**src/rtl/sdram_mode_pkg.sv**
```systemverilog
// shared constants for the gear-down / power-save link
// assumes one clock clk_sys (250 MHz) and synchronous active-high reset
package sdram_mode_pkg;
  // --------------------------------------------------
  // command codes on the link
  // --------------------------------------------------
  typedef enum logic [2:0] {
    CMD_NOP, CMD_MRS_GEAR, CMD_MRS_MPS, CMD_REF,
    CMD_SRE, CMD_SRX,      CMD_ACT,     CMD_RD
  } cmd_type;
  localparam int CNT_W = 16;
  // --------------------------------------------------
  // delays in clock cycles, tune here
  // --------------------------------------------------
  localparam logic [CNT_W-1:0] SYNC_GEAR_CYC = 16'h0008; // must be even
  localparam logic [CNT_W-1:0] CMD_GEAR_CYC  = 16'h0008;
  localparam logic [CNT_W-1:0] DLLK_CYC      = 16'h0300;
  localparam logic [CNT_W-1:0] XS_CYC        = 16'h0040;
  localparam logic [CNT_W-1:0] XSDLL_CYC     = 16'h0300;
  localparam logic [CNT_W-1:0] MPED_CYC      = 16'h0010;
  localparam logic [CNT_W-1:0] CKMPE_CYC     = 16'h0010;
  localparam logic [CNT_W-1:0] CKMPX_CYC     = 16'h0010;
  localparam logic [CNT_W-1:0] MPX_LH_CYC    = 16'h0004;
  localparam logic [CNT_W-1:0] XMP_CYC       = 16'h0020;
  localparam logic [CNT_W-1:0] XMP_DLL_CYC   = 16'h0300;
  localparam logic [CNT_W-1:0] RST_HOLD_CYC  = 16'h0010;
  localparam logic [CNT_W-1:0] CNT_ZERO      = 16'h0000;
  localparam logic [CNT_W-1:0] CNT_ONE       = 16'h0001;
  // --------------------------------------------------
  // controller register map (word addresses on a 4-bit port)
  // --------------------------------------------------
  localparam logic [3:0] REG_CTRL   = 4'h0;
  localparam logic [3:0] REG_LAT    = 4'h4;
  localparam logic [3:0] REG_STATUS = 4'h8;
  // control bits, write-one pulses
  localparam int CB_GEAR = 0;
  localparam int CB_SRE  = 1;
  localparam int CB_SRX  = 2;
  localparam int CB_SRXG = 3;
  localparam int CB_MPSE = 4;
  localparam int CB_MPSX = 5;
  localparam int CB_CMD  = 6;
  localparam int CB_DLL  = 7;
  // latency register fields
  localparam int LB_CL    = 0;  // [4:0]
  localparam int LB_CWL   = 8;  // [12:8]
  localparam int LB_ALBAD = 16; // additive latency other than off or CL-2
  localparam int LB_CAL   = 17;
  localparam int LB_PAR   = 18;
  localparam logic [18:0] LAT_RESET = 19'h00000;
  // speed grade supports quarter rate (2666 or faster)
  localparam logic SPEED_GEAR_OK = 1'b1;
endpackage

```
**src/rtl/sdram_mode_if.sv**
```systemverilog
// link between memory controller end and device end
// assumes both ends share clk_sys; the link has no tristate pins
interface sdram_mode_if;
  import sdram_mode_pkg::*;
  logic    resetN; // device reset, low active
  logic    cke;    // clock enable
  logic    csN;    // chip select, low active
  logic    ckEn;   // controller keeps the memory clock valid
  cmd_type cmd;    // command code, valid when csN low
  modport ctrl (output resetN, output cke, output csN, output ckEn, output cmd);
  modport dev  (input resetN, input cke, input csN, input ckEn, input cmd);
endinterface

```
**src/rtl/sdram_mode_ctrl.sv**
```systemverilog
// controller end: sequences gear-down and power-save over the link
// assumes a simple register port; read data valid the cycle after rd
//
// The address map and the address-and-strobe port were chosen for this implementation.
module sdram_mode_ctrl
  import sdram_mode_pkg::*;
(
  input  wire logic        clk_sys, // system clock
  input  wire logic        sys_rst, // sync reset, high
  sdram_mode_if.ctrl       link,    // command link
  input  wire logic [3:0]  addr,    // register address
  input  wire logic [31:0] wdata,   // write data
  input  wire logic        wr,      // write strobe
  input  wire logic        rd,      // read strobe
  output logic      [31:0] rdata    // read data, cycle after rd
);
  // --------------------------------------------------
  // state
  // --------------------------------------------------
  typedef enum logic [3:0] {
    C_RESET, C_IDLE, C_GMRS, C_GSETTLE, C_SRWAIT, C_SR, C_SRX,
    C_MPHOLD, C_MP, C_MPRESTART, C_MPLOW, C_MPXMP, C_CMD
  } cstate_type;
  typedef struct packed {
    cstate_type       st;
    logic [CNT_W-1:0] cnt;     // phase counter
    logic [CNT_W-1:0] dllCnt;  // cycles until DLL commands allowed
    logic [18:0]      lat;     // latency and mode settings
    logic             window;  // gear entry allowed now
    logic             gear2n;  // device runs quarter rate
    logic             gearSrx; // enter gear after self refresh exit
    logic             cmdDll;  // pending command needs DLL
    logic             refused; // sticky: last request refused
    logic             resetN;
    logic             cke;
    logic             csN;
    logic             ckEn;
    cmd_type          cmd;
    logic [31:0]      rdata;
  } ctrl_type;
  ctrl_type cur;      // registered state
  ctrl_type next_cur; // next state
  logic     [7:0] go;      // control pulses from a write
  logic           gearOk;  // settings allow quarter rate
  logic           mpsOk;   // settings allow power-save entry
  // --------------------------------------------------
  // next state
  // --------------------------------------------------
  always_comb begin
    next_cur = cur;
    go = (wr && addr == REG_CTRL) ? wdata[7:0] : 8'h00;
    // latencies even, additive latency legal, modes off
    gearOk = SPEED_GEAR_OK
      && !cur.lat[LB_CL] && !cur.lat[LB_CWL]
      && !cur.lat[LB_ALBAD]
      && !cur.lat[LB_CAL] && !cur.lat[LB_PAR];
    mpsOk = !cur.lat[LB_CAL] && !cur.lat[LB_PAR] && !cur.gear2n;
    if (cur.dllCnt != CNT_ZERO) begin
      next_cur.dllCnt = cur.dllCnt - CNT_ONE;
    end
    // default link drive: deselect, one-cycle cs pulses except the four-cycle NOP hold in C_MPLOW
    next_cur.csN = 1'b1;
    // register reads answer next cycle, unmapped reads zero
    next_cur.rdata = 32'h0000_0000;
    if (rd) begin
      case (addr)
        REG_LAT: next_cur.rdata = {13'h0000, cur.lat};
        REG_STATUS: next_cur.rdata = {20'h00000, cur.st, cur.refused,
          cur.dllCnt == CNT_ZERO, cur.ckEn, cur.window, cur.gear2n,
          cur.st == C_MP, cur.st == C_SR, cur.st != C_IDLE};
        default: ;
      endcase
    end
    if (wr && addr == REG_LAT) begin
      next_cur.lat = wdata[18:0];
    end
    if (go != 8'h00) begin
      next_cur.refused = 1'b0;
    end
    case (cur.st)
      C_RESET: begin
        // hold device reset, then raise cke
        next_cur.cnt = cur.cnt - CNT_ONE;
        if (cur.cnt == CNT_ONE) begin
          next_cur.resetN = 1'b1;
        end
        if (cur.cnt == CNT_ZERO) begin
          next_cur.cke = 1'b1;
          next_cur.st = C_IDLE;
        end
      end
      C_IDLE: begin
        if (go[CB_GEAR]) begin
          if (cur.window && gearOk) begin
            next_cur.st = C_GMRS;
            next_cur.cnt = SYNC_GEAR_CYC;
            next_cur.cmd = CMD_MRS_GEAR;
            next_cur.csN = 1'b0;
          end else begin
            next_cur.refused = 1'b1;
          end
        end else if (go[CB_SRE]) begin
          next_cur.cmd = CMD_SRE;
          next_cur.csN = 1'b0;
          next_cur.gear2n = 1'b0;
          next_cur.st = C_SR;
        end else if (go[CB_MPSE]) begin
          if (mpsOk) begin
            next_cur.cmd = CMD_MRS_MPS;
            next_cur.csN = 1'b0;
            next_cur.cnt = CKMPE_CYC;
            next_cur.st = C_MPHOLD;
          end else begin
            next_cur.refused = 1'b1;
          end
        end else if (go[CB_CMD]) begin
          next_cur.cmdDll = go[CB_DLL];
          next_cur.st = C_CMD;
        end else if (go != 8'h00) begin
          next_cur.refused = 1'b1;
        end
      end
      C_GMRS: begin
        // command held low-frequency; sync lands an even gap later
        next_cur.cnt = cur.cnt - CNT_ONE;
        if (cur.cnt == CNT_ONE) begin
          next_cur.cmd = CMD_NOP;
          next_cur.csN = 1'b0;
          next_cur.cnt = CMD_GEAR_CYC;
          next_cur.st = C_GSETTLE;
        end
      end
      C_GSETTLE: begin
        next_cur.cnt = cur.cnt - CNT_ONE;
        if (cur.cnt == CNT_ONE) begin
          next_cur.gear2n = 1'b1;
          next_cur.window = 1'b0;
          next_cur.st = C_IDLE;
        end
      end
      C_SR: begin
        if (go[CB_SRX]) begin
          next_cur.cmd = CMD_SRX;
          next_cur.csN = 1'b0;
          next_cur.gearSrx = go[CB_SRXG];
          next_cur.cnt = XS_CYC;
          next_cur.dllCnt = XSDLL_CYC;
          next_cur.st = C_SRX;
        end else if (go != 8'h00) begin
          next_cur.refused = 1'b1;
        end
      end
      C_SRX: begin
        // deselect through the exit delay, then optional gear entry
        next_cur.cnt = cur.cnt - CNT_ONE;
        if (cur.cnt == CNT_ONE) begin
          next_cur.window = 1'b1;
          if (cur.gearSrx && gearOk) begin
            next_cur.st = C_GMRS;
            next_cur.cnt = SYNC_GEAR_CYC;
            next_cur.cmd = CMD_MRS_GEAR;
            next_cur.csN = 1'b0;
          end else begin
            next_cur.st = C_IDLE;
          end
        end
      end
      C_MPHOLD: begin
        // clock stays valid until the hold delay, then stops
        next_cur.cnt = cur.cnt - CNT_ONE;
        if (cur.cnt == CNT_ONE) begin
          next_cur.ckEn = 1'b0;
          next_cur.cke = 1'b0;
          next_cur.st = C_MP;
        end
      end
      C_MP: begin
        if (go[CB_MPSX]) begin
          next_cur.ckEn = 1'b1;
          next_cur.cnt = CKMPX_CYC;
          next_cur.st = C_MPRESTART;
        end else if (go != 8'h00) begin
          next_cur.refused = 1'b1;
        end
      end
      C_MPRESTART: begin
        next_cur.cnt = cur.cnt - CNT_ONE;
        if (cur.cnt == CNT_ONE) begin
          // cs low as cke rises asks the device to leave the mode
          next_cur.cke = 1'b1;
          next_cur.csN = 1'b0;
          next_cur.cmd = CMD_NOP;
          next_cur.cnt = MPX_LH_CYC;
          next_cur.st = C_MPLOW;
        end
      end
      C_MPLOW: begin
        // NOP during the low hold, deselect afterwards
        next_cur.cnt = cur.cnt - CNT_ONE;
        next_cur.csN = 1'b0;
        if (cur.cnt == CNT_ONE) begin
          next_cur.csN = 1'b1;
          next_cur.cnt = XMP_CYC - MPX_LH_CYC;
          next_cur.dllCnt = XMP_DLL_CYC - MPX_LH_CYC;
          next_cur.st = C_MPXMP;
        end
      end
      C_MPXMP: begin
        next_cur.cnt = cur.cnt - CNT_ONE;
        if (cur.cnt == CNT_ONE) begin
          next_cur.st = C_IDLE;
        end
      end
      C_CMD: begin
        // a DLL command waits until the lock delay has run out
        if (!cur.cmdDll || cur.dllCnt == CNT_ZERO) begin
          next_cur.cmd = cur.cmdDll ? CMD_RD : CMD_ACT;
          next_cur.csN = 1'b0;
          next_cur.window = 1'b0;
          next_cur.st = C_IDLE;
        end
      end
      default: next_cur.st = C_IDLE;
    endcase
  end
  // --------------------------------------------------
  // registers
  // --------------------------------------------------
  always_ff @(posedge clk_sys) begin
    if (sys_rst) begin
      cur.st <= C_RESET;
      cur.cnt <= RST_HOLD_CYC;
      cur.dllCnt <= DLLK_CYC;
      cur.lat <= LAT_RESET;
      cur.window <= 1'b1;
      cur.gear2n <= 1'b0;
      cur.gearSrx <= 1'b0;
      cur.cmdDll <= 1'b0;
      cur.refused <= 1'b0;
      cur.resetN <= 1'b0;
      cur.cke <= 1'b0;
      cur.csN <= 1'b1;
      cur.ckEn <= 1'b1;
      cur.cmd <= CMD_NOP;
      cur.rdata <= 32'h0000_0000;
    end else begin
      cur <= next_cur;
    end
  end
  // link and bus outputs straight from flops
  assign link.resetN = cur.resetN;
  assign link.cke = cur.cke;
  assign link.csN = cur.csN;
  assign link.ckEn = cur.ckEn;
  assign link.cmd = cur.cmd;
  assign rdata = cur.rdata;
endmodule

```
**src/flat_wrapper.sv**
```systemverilog
// flat-port wrapper written by rule: the top's interface ports become plain ports
module sdram_mode_ctrl_flat import sdram_mode_pkg::*;
  (clk_sys, sys_rst, addr, wdata, wr, rd, rdata, link_resetN, link_cke, link_csN, link_ckEn, link_cmd);
  sdram_mode_if link_i ();
  input  wire logic clk_sys;
  input  wire logic sys_rst;
  input  wire logic [3:0] addr;
  input  wire logic [31:0] wdata;
  input  wire logic wr;
  input  wire logic rd;
  output logic      [31:0] rdata;
  output wire logic [$bits(link_i.resetN)-1:0] link_resetN;
  output wire logic [$bits(link_i.cke)-1:0] link_cke;
  output wire logic [$bits(link_i.csN)-1:0] link_csN;
  output wire logic [$bits(link_i.ckEn)-1:0] link_ckEn;
  output wire logic [$bits(link_i.cmd)-1:0] link_cmd;
  assign link_resetN = link_i.resetN;
  assign link_cke = link_i.cke;
  assign link_csN = link_i.csN;
  assign link_ckEn = link_i.ckEn;
  assign link_cmd = link_i.cmd;
  sdram_mode_ctrl u_core (.clk_sys(clk_sys), .sys_rst(sys_rst), .link(link_i), .addr(addr), .wdata(wdata), .wr(wr), .rd(rd), .rdata(rdata));
endmodule
```
**config.mk**
```make
export PLATFORM = sky130hd
export DESIGN_NAME = sdram_mode_ctrl_flat
export DESIGN_NICKNAME = d
export VERILOG_FILES = /design/src/rtl/sdram_mode_pkg.sv /design/src/rtl/sdram_mode_if.sv /design/src/rtl/sdram_mode_ctrl.sv /design/src/flat_wrapper.sv
export SDC_FILE = /design/constraint.sdc
export NUM_CORES = 1
export LEC_CHECK = 0
export BUFFER_PORTS_ARGS = -buffer_cell sky130_fd_sc_hd__buf_2
export CORE_MARGIN = 2
export CORE_UTILIZATION = 37
export CTS_CLUSTER_SIZE = 12
export DETAILED_ROUTE_END_ITERATION = 8
export SLEW_MARGIN = 30
export SYNTH_ARGS = -nofsm -noshare
export SYNTH_HDL_FRONTEND = slang
export SYNTH_SLANG_ARGS = --single-unit
```
**constraint.sdc**
```tcl
create_clock -name clk_sys -period 6.05 [get_ports clk_sys]
set_clock_uncertainty 0.2 [all_clocks]
set_input_delay 1.21 -clock clk_sys [delete_from_list [all_inputs] [get_ports clk_sys]]
set_output_delay 1.21 -clock clk_sys [all_outputs]
set_load 0.05 [all_outputs]
```
# Word-level counts from Yosys, hierarchy flattened

Cells that the tools add are included.

Add/sub/neg operators: 2
Bitwise gates (word level): 4
Reduce and logical (&&, ||, !) cells: 44
Eq/ne operators: 38
Mux-type cells: 74

Operators with widths:

| operator                | count |
|---|---|
| $mux W20                | 7 |
| $pmux W16 S8            | 1 |
| $mux W36                | 2 |
| $mux W16                | 4 |
| $pmux W4 S11            | 1 |
| $pmux W19 S2            | 1 |
| $logic_not A16 Y1       | 2 |
| $pmux W16 S2            | 1 |
| $sub A16 B1 Y16 const B | 2 |
| $mux W3                 | 10 |
| $mux W1                 | 29 |
| $mux W4                 | 7 |
| $ne A2 B1 Y1 const B    | 14 |
| $eq A4 B4 Y1 const B    | 6 |
| $eq A16 B1 Y1 const B   | 1 |
| $eq A4 B3 Y1 const B    | 4 |
| $reduce_bool A16 Y1     | 1 |
| $reduce_bool A8 Y1      | 2 |
| $pmux W3 S5             | 1 |
| $reduce_and A13 Y1      | 1 |
| $ne A4 B1 Y1 const B    | 3 |
| $reduce_and A4 Y1       | 3 |
| $logic_and A1 B1 Y1     | 10 |
| $pmux W1 S3             | 3 |
| 25 further kinds        | 46 |

Output and inout bits: 39
Bits of input ports: 40
Logic and storage cells: 177
Register bits after elaboration: 99

# Depth between registers and ports, before layout

Gate-level depths: netlist of the first run.

Depth after elaboration: 11
Mapped depth: 9
Depth with buffers taken out: 8

# Least setup slack after synthesis of the first run

OpenSTA, ideal clock, no wires.

Path kind: input -> register
From: input addr[2]
To: register u_core.cur[81] (netlist name)
Cell stages on the path: 6
Path buffers: 1
Data required time: 5.731 ns
Arrival time: 2.733 ns
Path slack: 2.998 ns
Path through: nor3_4 a31oi_1 or2_2 or3_1 buf_2 o221a_2

Cells in the longest elaborated chain, start to end: 5
Elaborated cells on any way between the ends: 12

Ends and longest elaborated chain:

| element                                                            | line                   | source |
|---|---|---|
| start, declared                                                    | flat_wrapper.sv:7      | `input wire logic [3:0] addr;` |
| $logic_not A4 Y1 *                                                 | sdram_mode_ctrl.sv:51  | `go = (wr && addr == REG_CTRL) ? wdata[7:0] : 8'h00;` |
| $logic_and A1 B1 Y1 *                                              | sdram_mode_ctrl.sv:51  |  |
| $mux W8 *                                                          | sdram_mode_ctrl.sv:51  |  |
| $ne A3 B1 Y1 (no line) (tied with other cells)                     | --                     |  |
| $reduce_and A7 Y1 (no line) / $pmux W16 S8 (equally long branches) | --                     |  |
| end signal, assigned                                               | sdram_mode_ctrl.sv:247 | `cur <= next_cur;` |
| end, declared                                                      | sdram_mode_ctrl.sv:41  | `ctrl_type cur;` |

Every way passes the cells marked *; elsewhere a longest branch is shown, timed or not.
A chain may end at the register's enable or synchronous reset.

# Final worst setup path of the first run

From: input addr[2]
To: register u_core.cur[85] (netlist name)

Same word-level chain as after synthesis.

==> metrics.md, run 1 <==
| Metric | Value |
|---|---|
| Initial antenna violation count | `0` |
| Seq pwr share | `0.355` |
| Buf/Inv on CP | `1` |
| Top routing layer in use | `met4` |
| Final setup TNS | `0 ns` |
| Residual DRC count | `0` |
| Max-slew headroom | `0.401` |
| Minimum clock period | `about 3.2 ns` |
| # setup viols final | `0` |
| Fmax | `between 300 and 400 MHz` |
| RePlAce Congestion | `between 0.9 and 1` |
| Nets | `662` |
| Worst hold path type | `reg2reg` |
| Reg2Reg Depth | `7` |
| Routed wire length | `12400 µm` |
| DRT Pass-1 Iters | `5` |
| Setup CP Type | `in2reg` |
| Fin. Hold Viols | `0` |
| Ports | `79` |
| Die area | `between 10000 and 15000 µm²` |
| Final Worst Setup Slack | `between 2 and 3 ns` |
| Final period util | `0.532` |
| Max-cap violations | `0` |
| Post-placement setup slack | `about 2.4 ns` |
| CTS tree | `built` |
| WHS Path Cells | `2` |
| Met2 WL | `around 5700 µm` |
| CORE AREA | `12700 µm²` |
| Worst path max stage delay | `between 0.5 and 0.6 ns` |
| Number of global-route vias before repair | `just under 4000` |
| Post-CTS Resized | `0` |
| Final Slew Violations | `0` |
| Hold_buf cts | `0` |
| Grt ovf | `0` |
| Worst-path fanout max | `7` |
| Crit path cell chain | `buf_2 -> nor3_4 -> a31oi_1 -> or2_2 -> o31ai_2 -> o21ai_1 -> a211o_1` |
| Die width | `about 120 µm` |
| Layout cells sized above 1 | `0.161` |
| Cell count after synthesis | `609` |
| Via count | `4422` |
| Sink Count | `86` |
| CP Launch Type | `input pin` |
| Synth top area cells | `dfxtp_1, buf_4, nand2_1` |
| Starting Density | `0.383` |
| Worst skew pair latency | `roughly 0.35 ns` |
| Synthesized flop and latch total | `86` |
| Top FF cell, synth | `dfxtp_1` |
| First-pass GRT wire length | `a little over 20000 µm` |
| Switching share of power | `0.395` |
| I/O Buffers | `between 50 and 60` |
| Wire length per cell | `approximately 16 µm` |
| Vias/cell | `between 5 and 6` |
| Maximum vdd ir drop | `between 0.0001 and 0.00015 V` |
| Gr usage total | `0.177` |
| Synth area leader | `dfxtp_1` |
| Clock root cell | `clkbuf_16` |
| Unique masters post-synth | `81` |
| Pwr dens | `approximately 400 nW/µm²` |
| Most frequent cells in the layout | `dfxtp_1, nand2_1, nor2_1` |
| Syn avg cell area | `between 8 and 9 µm²` |
| RSZ-0062 raised after global routing | `false` |
| Bufs on Longest Clock Path | `2` |
| ANT cells | `0` |
| Rows | `41` |
| Slowest CP cell | `o31ai_2` |
| YS warnings | `0` |
| Commonest non-fill, non-tap cell in the layout | `dfxtp_1` |
| Die H | `between 100 and 150 µm` |
| Share of the synthesized area in the top cell type | `0.353` |
| NetSw | `a little over 0.0008 W` |
| Final ANT Viol Nets | `0` |
| Clock slew at reported path FFs | `0.07 ns` |
| Total clock buffers created by CTS | `9` |
| Critical path arrival | `3.26 ns` |
| H-tree Lvls | `3` |
| Mapped Area | `a little under 5000 µm²` |
| Static leakage | `2.08 nW` |
| EDFF count, synth | `0` |
| Routed length on met3 | `833 µm` |
| Fraction of registers with async set/reset | `0` |
| Hpwl dp | `between 8000 and 9000 µm` |
| Iter 0 DRT Violations | `approximately 470` |
| Least-Margin Pin Slew | `between 0.8 and 0.9 ns` |
| Critical Path End Type | `flop` |
| Crit path max-delay family | `compound AO/OA/AOI/OAI gates` |
| Clock power share | `0.280` |
| Comb power frac | `0.365` |
| Largest net degree at the start of global routing | `40` |
| Post-CTS setup buffer count | `0` |
| Crit path depth | `7` |
| Status | `completed` |
| Power Internal | `~0.0013 W` |
| WP data required | `~6 ns` |
| Area growth, synth to finish | `8.52%` |
| M1 WL | `between 5000 and 6000 µm` |
| Seq/Total Area, Yosys | `0.353` |
==> Yosys cell counts, types with 4 or more instances <==
cell and number:
clkbuf_1 20, buf_4 37, inv_1 11, or3_1 11
a22oi_1 12, nand2b_1 6, nand3_1 18, o211ai_1 5
nor2b_1 6, o21ai_0 25, mux2i_1 6, xnor2_1 7
a31oi_1 7, nand4_1 5, and3_1 4, nor3b_1 5
ha_1 5, nor2_1 60, a22o_1 4, a21oi_1 51
buf_2 7, a211oi_1 4, nand2_1 74, nor4_1 8
and2_1 12, dfxtp_1 86, a21o_1 6, xor2_1 8
nor3_1 22
==> per-layer routing <==
metal / track usage / up-vias
met4: 0.0640 / 0
met3: 0.0328 / 17
li1: - / 2147
met2: 0.281 / 182
met1: 0.240 / 2076
met5: 0 / -
==> sequential cells by signal, indices dropped and copies added, names as in the netlist <==
signal              flops
u_core.cur             60
u_core.link.csN         1
u_core.rdata           19
u_core.link.cke         1
u_core.link.cmd         3
u_core.link.ckEn        1
u_core.link.resetN      1
==> power groups by stage <==
stage               Sequential (W)  Combinational (W)  Clock [W]
CTS                       0.000739           0.000761   0.000600
finish                    0.000742           0.000765   0.000586
global placement          0.000747           0.000741          0
global route              0.000755           0.000842   0.000627
floorplan                 0.000743           0.000616          0
detailed placement        0.000751           0.000756          0
==> kinds of logic after synthesis <==
| group | Yosys count | synth area share |
|---|---|---|
| simple gates | 265 | 0.292 |
| compound gates | 149 | 0.200 |
| flops | 86 | 0.353 |
| buf+inv | 81 | 0.0991 |
| xor+xnor | 15 | 0.0270 |
| mux | 7 | 0.0146 |
| fa+ha+maj | 5 | 0.0128 |
| other cells | 1 | 0.000769 |
==> layout make-up <==
type / count / area (µm²)
Clock buffer: 9 / 225
Timing Repair Buffer: 55 / 283
Inverter: 11 / 41.3
Clock inverter: 7 / 87.6
Fill cell: 1345 / 7430
Tap cell: 172 / 215
Sequential cell: 86 / 1720
Multi-Input combinational cell: 454 / 2720
==> path summary, 6_finish.rpt <==
path	slack (ns)	end	start
setup / recovery	2.83	u_core.cur[85]	addr[2]
hold / removal	0.25	u_core.cur[57]	u_core.cur[57]
setup reg to reg	3.14	u_core.cur[85]	u_core.cur[79]
hold reg to reg	0.25	u_core.cur[57]	u_core.cur[57]
==> metrics by stage <==
| step | total power (W) | area [µm²] | hold slack [ns] | util | std cells |
|---|---|---|---|---|---|
| 2_1_floorplan | 0.00136 | 4920 | 0.230 | - | 621 |
| 3_3_place_gp | 0.00149 | 4980 | 0.235 | 0.391 | 778 |
| 3_5_place_dp | 0.00151 | 4980 | 0.241 | 0.391 | 778 |
| 4_1_cts | 0.00210 | 5290 | 0.253 | 0.416 | 794 |
| 5_1_grt | 0.00222 | 5290 | 0.264 | 0.416 | 794 |
| 6_report | 0.00209 | 5290 | 0.254 | 0.416 | 794 |
==> tightest hold or removal path, delay by kind of cell, from the launching register on <==
| family | cells | cell delay (ns) |
|---|---|---|
| AOI/OAI and AO/OA | 1 | 0.05 |
| and+or+nand+nor | 1 | 0.05 |
| DFF | 1 | 0.31 |
Power figures use the tool's default switching activity.
==> run 2, diff against run 1 <==
==> constraint.sdc (replaced) <==
create_clock -name clk_sys -period 2.9 [get_ports clk_sys]
set_clock_uncertainty 0.2 [all_clocks]
set_input_delay 0.58 -clock clk_sys [delete_from_list [all_inputs] [get_ports clk_sys]]
set_output_delay 0.58 -clock clk_sys [all_outputs]
set_load 0.05 [all_outputs]
==> metrics.md, run 2 (synthesized netlist as in run 1, its figures left out) <==
| Metric | Value |
|---|---|
| Status | `completed` |
| Starting Density | `0.383 (unchanged)` |
| WP data required | `2.95 ns (-3.14 ns)` |
| Worst path max stage delay | `0.42 ns (-0.15 ns)` |
| Hold_buf cts | `0 (unchanged)` |
| Number of global-route vias before repair | `4214 (+7.0%)` |
| Placed cell area | `5140 µm² (+3.3%)` |
| Initial antenna violation count | `0 (unchanged)` |
| Maximum vdd ir drop | `0.000387 V (+190%)` |
| # setup viols final | `0 (unchanged)` |
| Vias/cell | `5.46 (-2.0%)` |
| Setup CP Type | `reg2reg` |
| Die area | `14100 µm² (unchanged)` |
| Ports | `79 (unchanged)` |
| Residual DRC count | `0 (unchanged)` |
| Critical Path End Type | `flop` |
| Clock root cell | `clkbuf_16` |
| Wire length per cell | `15.5 µm (-0.39%)` |
| Most flops, register | `u_core.cur` |
| Worst-path fanout max | `8 (+1)` |
| Final ANT Viol Nets | `0 (unchanged)` |
| Max-cap violations | `0 (unchanged)` |
| WHS Path Cells | `1 (-1)` |
| Top routing layer in use | `met4` |
| M1 WL | `5690 µm (+1.6%)` |
| Clock slew at reported path FFs | `0.07 ns (about the same)` |
| Critical path arrival | `2.66 ns (-0.60 ns)` |
| Routed length on met3 | `674 µm (-19%)` |
| Worst skew pair latency | `0.35 ns (about the same)` |
| Sink Count | `86 (unchanged)` |
| Area growth, synth to finish | `12.3%` |
| Via count | `4441 (+0.43%)` |
| Met2 WL | `5910 µm (+3.3%)` |
| First-pass GRT wire length | `21100 µm (+4.1%)` |
| FF+latch area | `1720 µm² (about the same)` |
| Minimum clock period | `between 2 and 3 ns` |
| I/O Buffers | `52 (unchanged)` |
| Worst hold path type | `reg2reg` |
| Static leakage | `2.20 nW (+5.7%)` |
| Final Slew Violations | `0 (unchanged)` |
| Fin. Hold Viols | `0 (unchanged)` |
| Pwr dens | `831 nW/µm² (+110%)` |
| Worst r2r dst | `u_core.cur[96]` |
| Routed wire length | `12700 µm (+2.1%)` |
| DRT Pass-1 Iters | `5 (unchanged)` |
| Gr usage total | `0.186 (+0.00868)` |
| CP Launch Type | `flop` |
| Layout cells sized above 1 | `0.185 (+0.0246)` |
| Total clock buffers created by CTS | `9 (unchanged)` |
| ANT cells | `0 (unchanged)` |
| Multi-input logic area | `2720 µm² (unchanged)` |
| WHS Endpoint | `u_core.rdata[14]` |
| Grt ovf | `0 (unchanged)` |
| CORE AREA | `12700 µm² (unchanged)` |
| Final Cell Area | `5480 µm² (+3.5%)` |
| RePlAce Congestion | `0.916 (+1.1%)` |
| Final setup TNS | `0 ns (unchanged)` |
| Least-Margin Pin Slew | `0.764 ns (-0.126 ns)` |
| Slowest CP cell | `dfxtp_1` |
| Max reg flops | `60 (unchanged)` |
| Die width | `119 µm (unchanged)` |
| Min-delay src | `u_core.cur[58]` |
| Fmax | `roughly 380 MHz` |
| Die H | `119 µm (unchanged)` |
| Post-CTS setup buffer count | `0 (unchanged)` |
| Post-placement setup slack | `0.188 ns (-2.24 ns)` |
| Hpwl dp | `9250 µm (+6.1%)` |
| Biggest regs | `u_core.cur: 60 flops, u_core.rdata: 19 flops, u_core.link.cmd: 3 flops` |
| R2R setup slack | `0.29 ns (-2.85 ns)` |
| Commonest non-fill, non-tap cell in the layout | `dfxtp_1` |
| RSZ-0062 raised after global routing | `false` |
| Fin util | `0.430 (+0.0146)` |
| Final Worst Setup Slack | `0.286 ns (-2.54 ns)` |
| Crit path cell chain | `ha_1 -> nor4b_2 -> nand4_2 -> buf_4 -> a211oi_1 -> nand4b_4 -> o21bai_1 -> o21a_1` |
| Post-CTS Resized | `0 (unchanged)` |
| H-tree Lvls | `3 (unchanged)` |
| Nets | `682 (+3.0%)` |
| Most frequent cells in the layout | `dfxtp_1, nand2_1, nor2_1` |
| Final period util | `0.901` |
| Largest net degree at the start of global routing | `39 (-2.5%)` |
| Iter 0 DRT Violations | `377 (-20%)` |
| Filler cell count | `1315 (-2.2%)` |
| Reg2Reg Depth | `8 (+1)` |
| CTS tree | `built` |
| Bufs on Longest Clock Path | `2 (unchanged)` |
| Origin of the critical flop-to-flop path | `u_core.cur[79]` |
| Max-slew headroom | `0.477 (+0.0763)` |
| Rows | `41 (unchanged)` |
run 2: how the worst max path moves through the flow:
stage	start	to	slack (ns)	cells after the start
5_1_grt	u_core.cur[80]	u_core.cur[85]	0.08	8
4_1_cts	u_core.cur[79]	u_core.cur[96]	0.28	8
6_report	u_core.cur[79]	u_core.cur[96]	0.29	8
3_3_place_gp	addr[2]	u_core.cur[81]	0.23	6
3_5_place_dp	addr[2]	u_core.cur[82]	0.19	7
2_1_floorplan	addr[2]	u_core.cur[81]	0.48	6
run 2: layout make-up:
class | count | share of cell area
clock buffers | 10 | 0.0436
repair buffers | 75 | 0.0814
inverters | 11 | 0.00754
well taps | 172 | 0.0393
multi-input cells | 454 | 0.496
flip-flops and latches | 86 | 0.314
clock inverters | 6 | 0.0178
run 2: worst max-delay path, delay by kind of cell, from the launching register on:
kind            cells  cell delay, ns
flops               1            0.42
compound gates      3            0.76
fa+ha+maj           1            0.18
simple gates        3            0.72
buf+inv             1            0.23
run 2: per-stage QoR:
| stage | hold slack [ns] | cells | total power (W) |
|---|---|---|---|
| finish | 0.259 | 814 | 0.00455 |
| global route | 0.258 | 814 | 0.00484 |
| CTS | 0.254 | 814 | 0.00456 |
| detailed placement | 0.239 | 798 | 0.00324 |
| global placement | 0.235 | 798 | 0.00321 |
| floorplan | 0.230 | 621 | 0.00284 |
run 2: power breakdown:
group	switching (W)	leakage, nW	total, W	internal [W]
registers	0.000211	0.698	0.00155	0.00134
logic	0.000999	1.34	0.00170	0.000696
clock network	0.000512	0.166	0.00130	0.000793
run 2: layer usage:
metal,global-route usage,vias up
met3,0.0294,26
li1,-,2197
met4,0.0893,0
met5,0,-
met2,0.296,163
met1,0.244,2055
==> run 3, diff against run 2 <==
--- a/config.mk
+++ b/config.mk
@@ -6,7 +6,6 @@
 export NUM_CORES = 1
 export LEC_CHECK = 0
 export BUFFER_PORTS_ARGS = -buffer_cell sky130_fd_sc_hd__buf_2
-export CORE_MARGIN = 2
 export CORE_UTILIZATION = 37
 export CTS_CLUSTER_SIZE = 12
 export DETAILED_ROUTE_END_ITERATION = 8
==> metrics.md, run 3 (synthesized netlist as in run 1, its figures left out) <==
| Metric | Value |
|---|---|
| I/O Buffers | `52 (unchanged)` |
| R2R setup slack | `0.23 ns (-0.06 ns)` |
| Global routing usage on met1 | `0.261 (+0.0164)` |
| Initial antenna violation count | `0 (unchanged)` |
| DRT Pass-1 Iters | `6 (+1)` |
| ANT cells | `0 (unchanged)` |
| Gr usage total | `0.193 (+0.00688)` |
| Minimum clock period | `2.67 ns (+0.0604 ns)` |
| Sink Count | `86 (unchanged)` |
| # setup viols final | `0 (unchanged)` |
| CTS tree | `built` |
| Die width | `117 µm (-1.7%)` |
| Iter 0 DRT Violations | `345 (-8.5%)` |
| Crit. Startpoint | `u_core.cur[79]` |
| Static leakage | `2.18 nW (-0.94%)` |
| Final Cell Area | `5430 µm² (-0.78%)` |
| Wire length per cell | `15.7 µm (+0.83%)` |
| RSZ-0062 raised after global routing | `false` |
| Die area | `13600 µm² (-3.3%)` |
| Commonest non-fill, non-tap cell in the layout | `dfxtp_1` |
| Crit path capture | `u_core.cur[89]` |
| Placed cell area | `5130 µm² (-0.24%)` |
| Layout cells sized above 1 | `0.187 (+0.00156)` |
| Ports | `79 (unchanged)` |
| Rows | `41 (unchanged)` |
| Final Slew Violations | `0 (unchanged)` |
| Starting Density | `0.383 (unchanged)` |
| First-pass GRT wire length | `20100 µm (-4.7%)` |
| Hold WS | `0.251 ns (-0.00855 ns)` |
| Pwr dens | `815 nW/µm² (-1.8%)` |
| Bufs on Longest Clock Path | `2 (unchanged)` |
| Met3 Usage GRT | `0.0263 (-0.00318)` |
| Total clock buffers created by CTS | `9 (unchanged)` |
| Critical Path End Type | `flop` |
| Most flops, register | `u_core.cur` |
| Die H | `117 µm (-1.7%)` |
| CORE AREA | `12700 µm² (unchanged)` |
| Total power | `0.00443 W (-2.6%)` |
| Most frequent cells in the layout | `dfxtp_1, nand2_1, nor2_1` |
| Final ANT Viol Nets | `0 (unchanged)` |
| Clock slew at reported path FFs | `0.06 ns (about the same)` |
| Vias/cell | `5.39 (-1.3%)` |
| Number of global-route vias before repair | `3930 (-6.7%)` |
| Fin. Hold Viols | `0 (unchanged)` |
| Worst skew pair latency | `0.35 ns (about the same)` |
| Max-cap violations | `0 (unchanged)` |
| Nets | `682 (unchanged)` |
| Biggest regs | `u_core.cur: 60 flops, u_core.rdata: 19 flops, u_core.link.cmd: 3 flops` |
| Hpwl dp | `9290 µm (+0.42%)` |
| Grt ovf | `0 (unchanged)` |
| RePlAce Congestion | `0.917 (+0.12%)` |
| Largest net degree at the start of global routing | `39 (unchanged)` |
| Status | `completed` |
| H-tree Lvls | `3 (unchanged)` |
| Worst r2r dst | `u_core.cur[89]` |
| Final Non-Filler Cells | `814 (unchanged)` |
| Gr busiest metal | `met2` |
| Max-slew headroom | `0.486 (+0.00866)` |
| Final setup TNS | `0 ns (unchanged)` |
| Max reg flops | `60 (unchanged)` |
| Clock root cell | `clkbuf_16` |
| Critical path arrival | `2.71 ns (+0.05 ns)` |
| Final period util | `0.922 (+0.0208)` |
| Area growth, synth to finish | `11.4%` |
| Placed cell count | `798 (unchanged)` |
| GR Util met2 | `0.304 (+0.00741)` |
| Routed wire length | `12800 µm (+0.83%)` |
| Reg2Reg Depth | `7 (-1)` |
| Via count | `4384 (-1.3%)` |
| Fmax | `374 MHz (-2.3%)` |
| Worst-path fanout max | `10 (+2)` |
| Origin of the critical flop-to-flop path | `u_core.cur[79]` |
| Maximum vdd ir drop | `0.000312 V (-19%)` |
| WP data required | `2.94 ns (about the same)` |
| CP Launch Type | `flop` |
| Setup CP Type | `reg2reg` |
| Residual DRC count | `0 (unchanged)` |
| Worst hold path type | `reg2reg` |
| Least-Margin Pin Slew | `0.752 ns (-0.0127 ns)` |
run 3: changes by cell type in the layout (fill, tap and decap cells not counted), sizes merged:
cell | before | now
clkbuf | 10 | 9
clkinv | 0 | 1
bufinv | 2 | 1
inv | 15 | 14
clkinvlp | 0 | 2
run 3: metal layers:
layer,vias to the layer above,wire length (µm)
li1,2185,-
met1,2051,6010
met2,132,5870
met3,16,624
met4,0,257
met5,-,0
run 3: worst min path at each step:
stage | from | to | slack [ns] | cells after the start
floorplan | u_core.cur[56] | u_core.rdata[12] | 0.23 | 1
finish | u_core.cur[59] | u_core.rdata[15] | 0.25 | 1
global placement | u_core.cur[58] | u_core.rdata[14] | 0.24 | 1
CTS | u_core.cur[56] | u_core.cur[56] | 0.25 | 2
detailed placement | u_core.cur[59] | u_core.rdata[15] | 0.24 | 1
global route | wdata[12] | u_core.cur[56] | 0.26 | 3
run 3: worst max-delay path: stages (launching register included):
cell and delay [ns]:
dfxtp_1 0.42, ha_1 0.17, nor4b_2 0.31, nand4_2 0.33, a211oi_2 0.41, nor2_1 0.24, and3_1 0.22, a221o_1 0.25
run 3: timing repair:
action                                  4_1_cts  5_1_grt
resized for setup                             0        1
buffers inserted                              0        0
hold buffers                                  0        0
endpoints found under the setup margin        0        1
run 3: area by class of cell:
| class | instances | area (µm²) |
|---|---|---|
| clock buffer | 9 | 225 |
| clock inverter | 7 | 78.8 |
| fill | 1312 | 7290 |
| inverter | 11 | 41.3 |
| multi-input combinational | 454 | 2720 |
| sequential | 86 | 1720 |
| tap | 172 | 215 |
| timing repair buffer | 75 | 433 |
run 3: per-stage QoR:
step / setup slack (ns) / util
2_1_floorplan: 0.478 / -
3_3_place_gp: 0.177 / 0.403
3_5_place_dp: 0.138 / 0.403
4_1_cts: 0.179 / 0.427
5_1_grt: 0.0786 / 0.427
6_report: 0.225 / 0.427
run 3: power by group:
part	internal [W]	total, W	switching (W)	leakage [nW]
Clock	0.000678	0.00119	0.000513	0.144
Sequential	0.00134	0.00156	0.000221	0.698
Combinational	0.000690	0.00168	0.000992	1.34
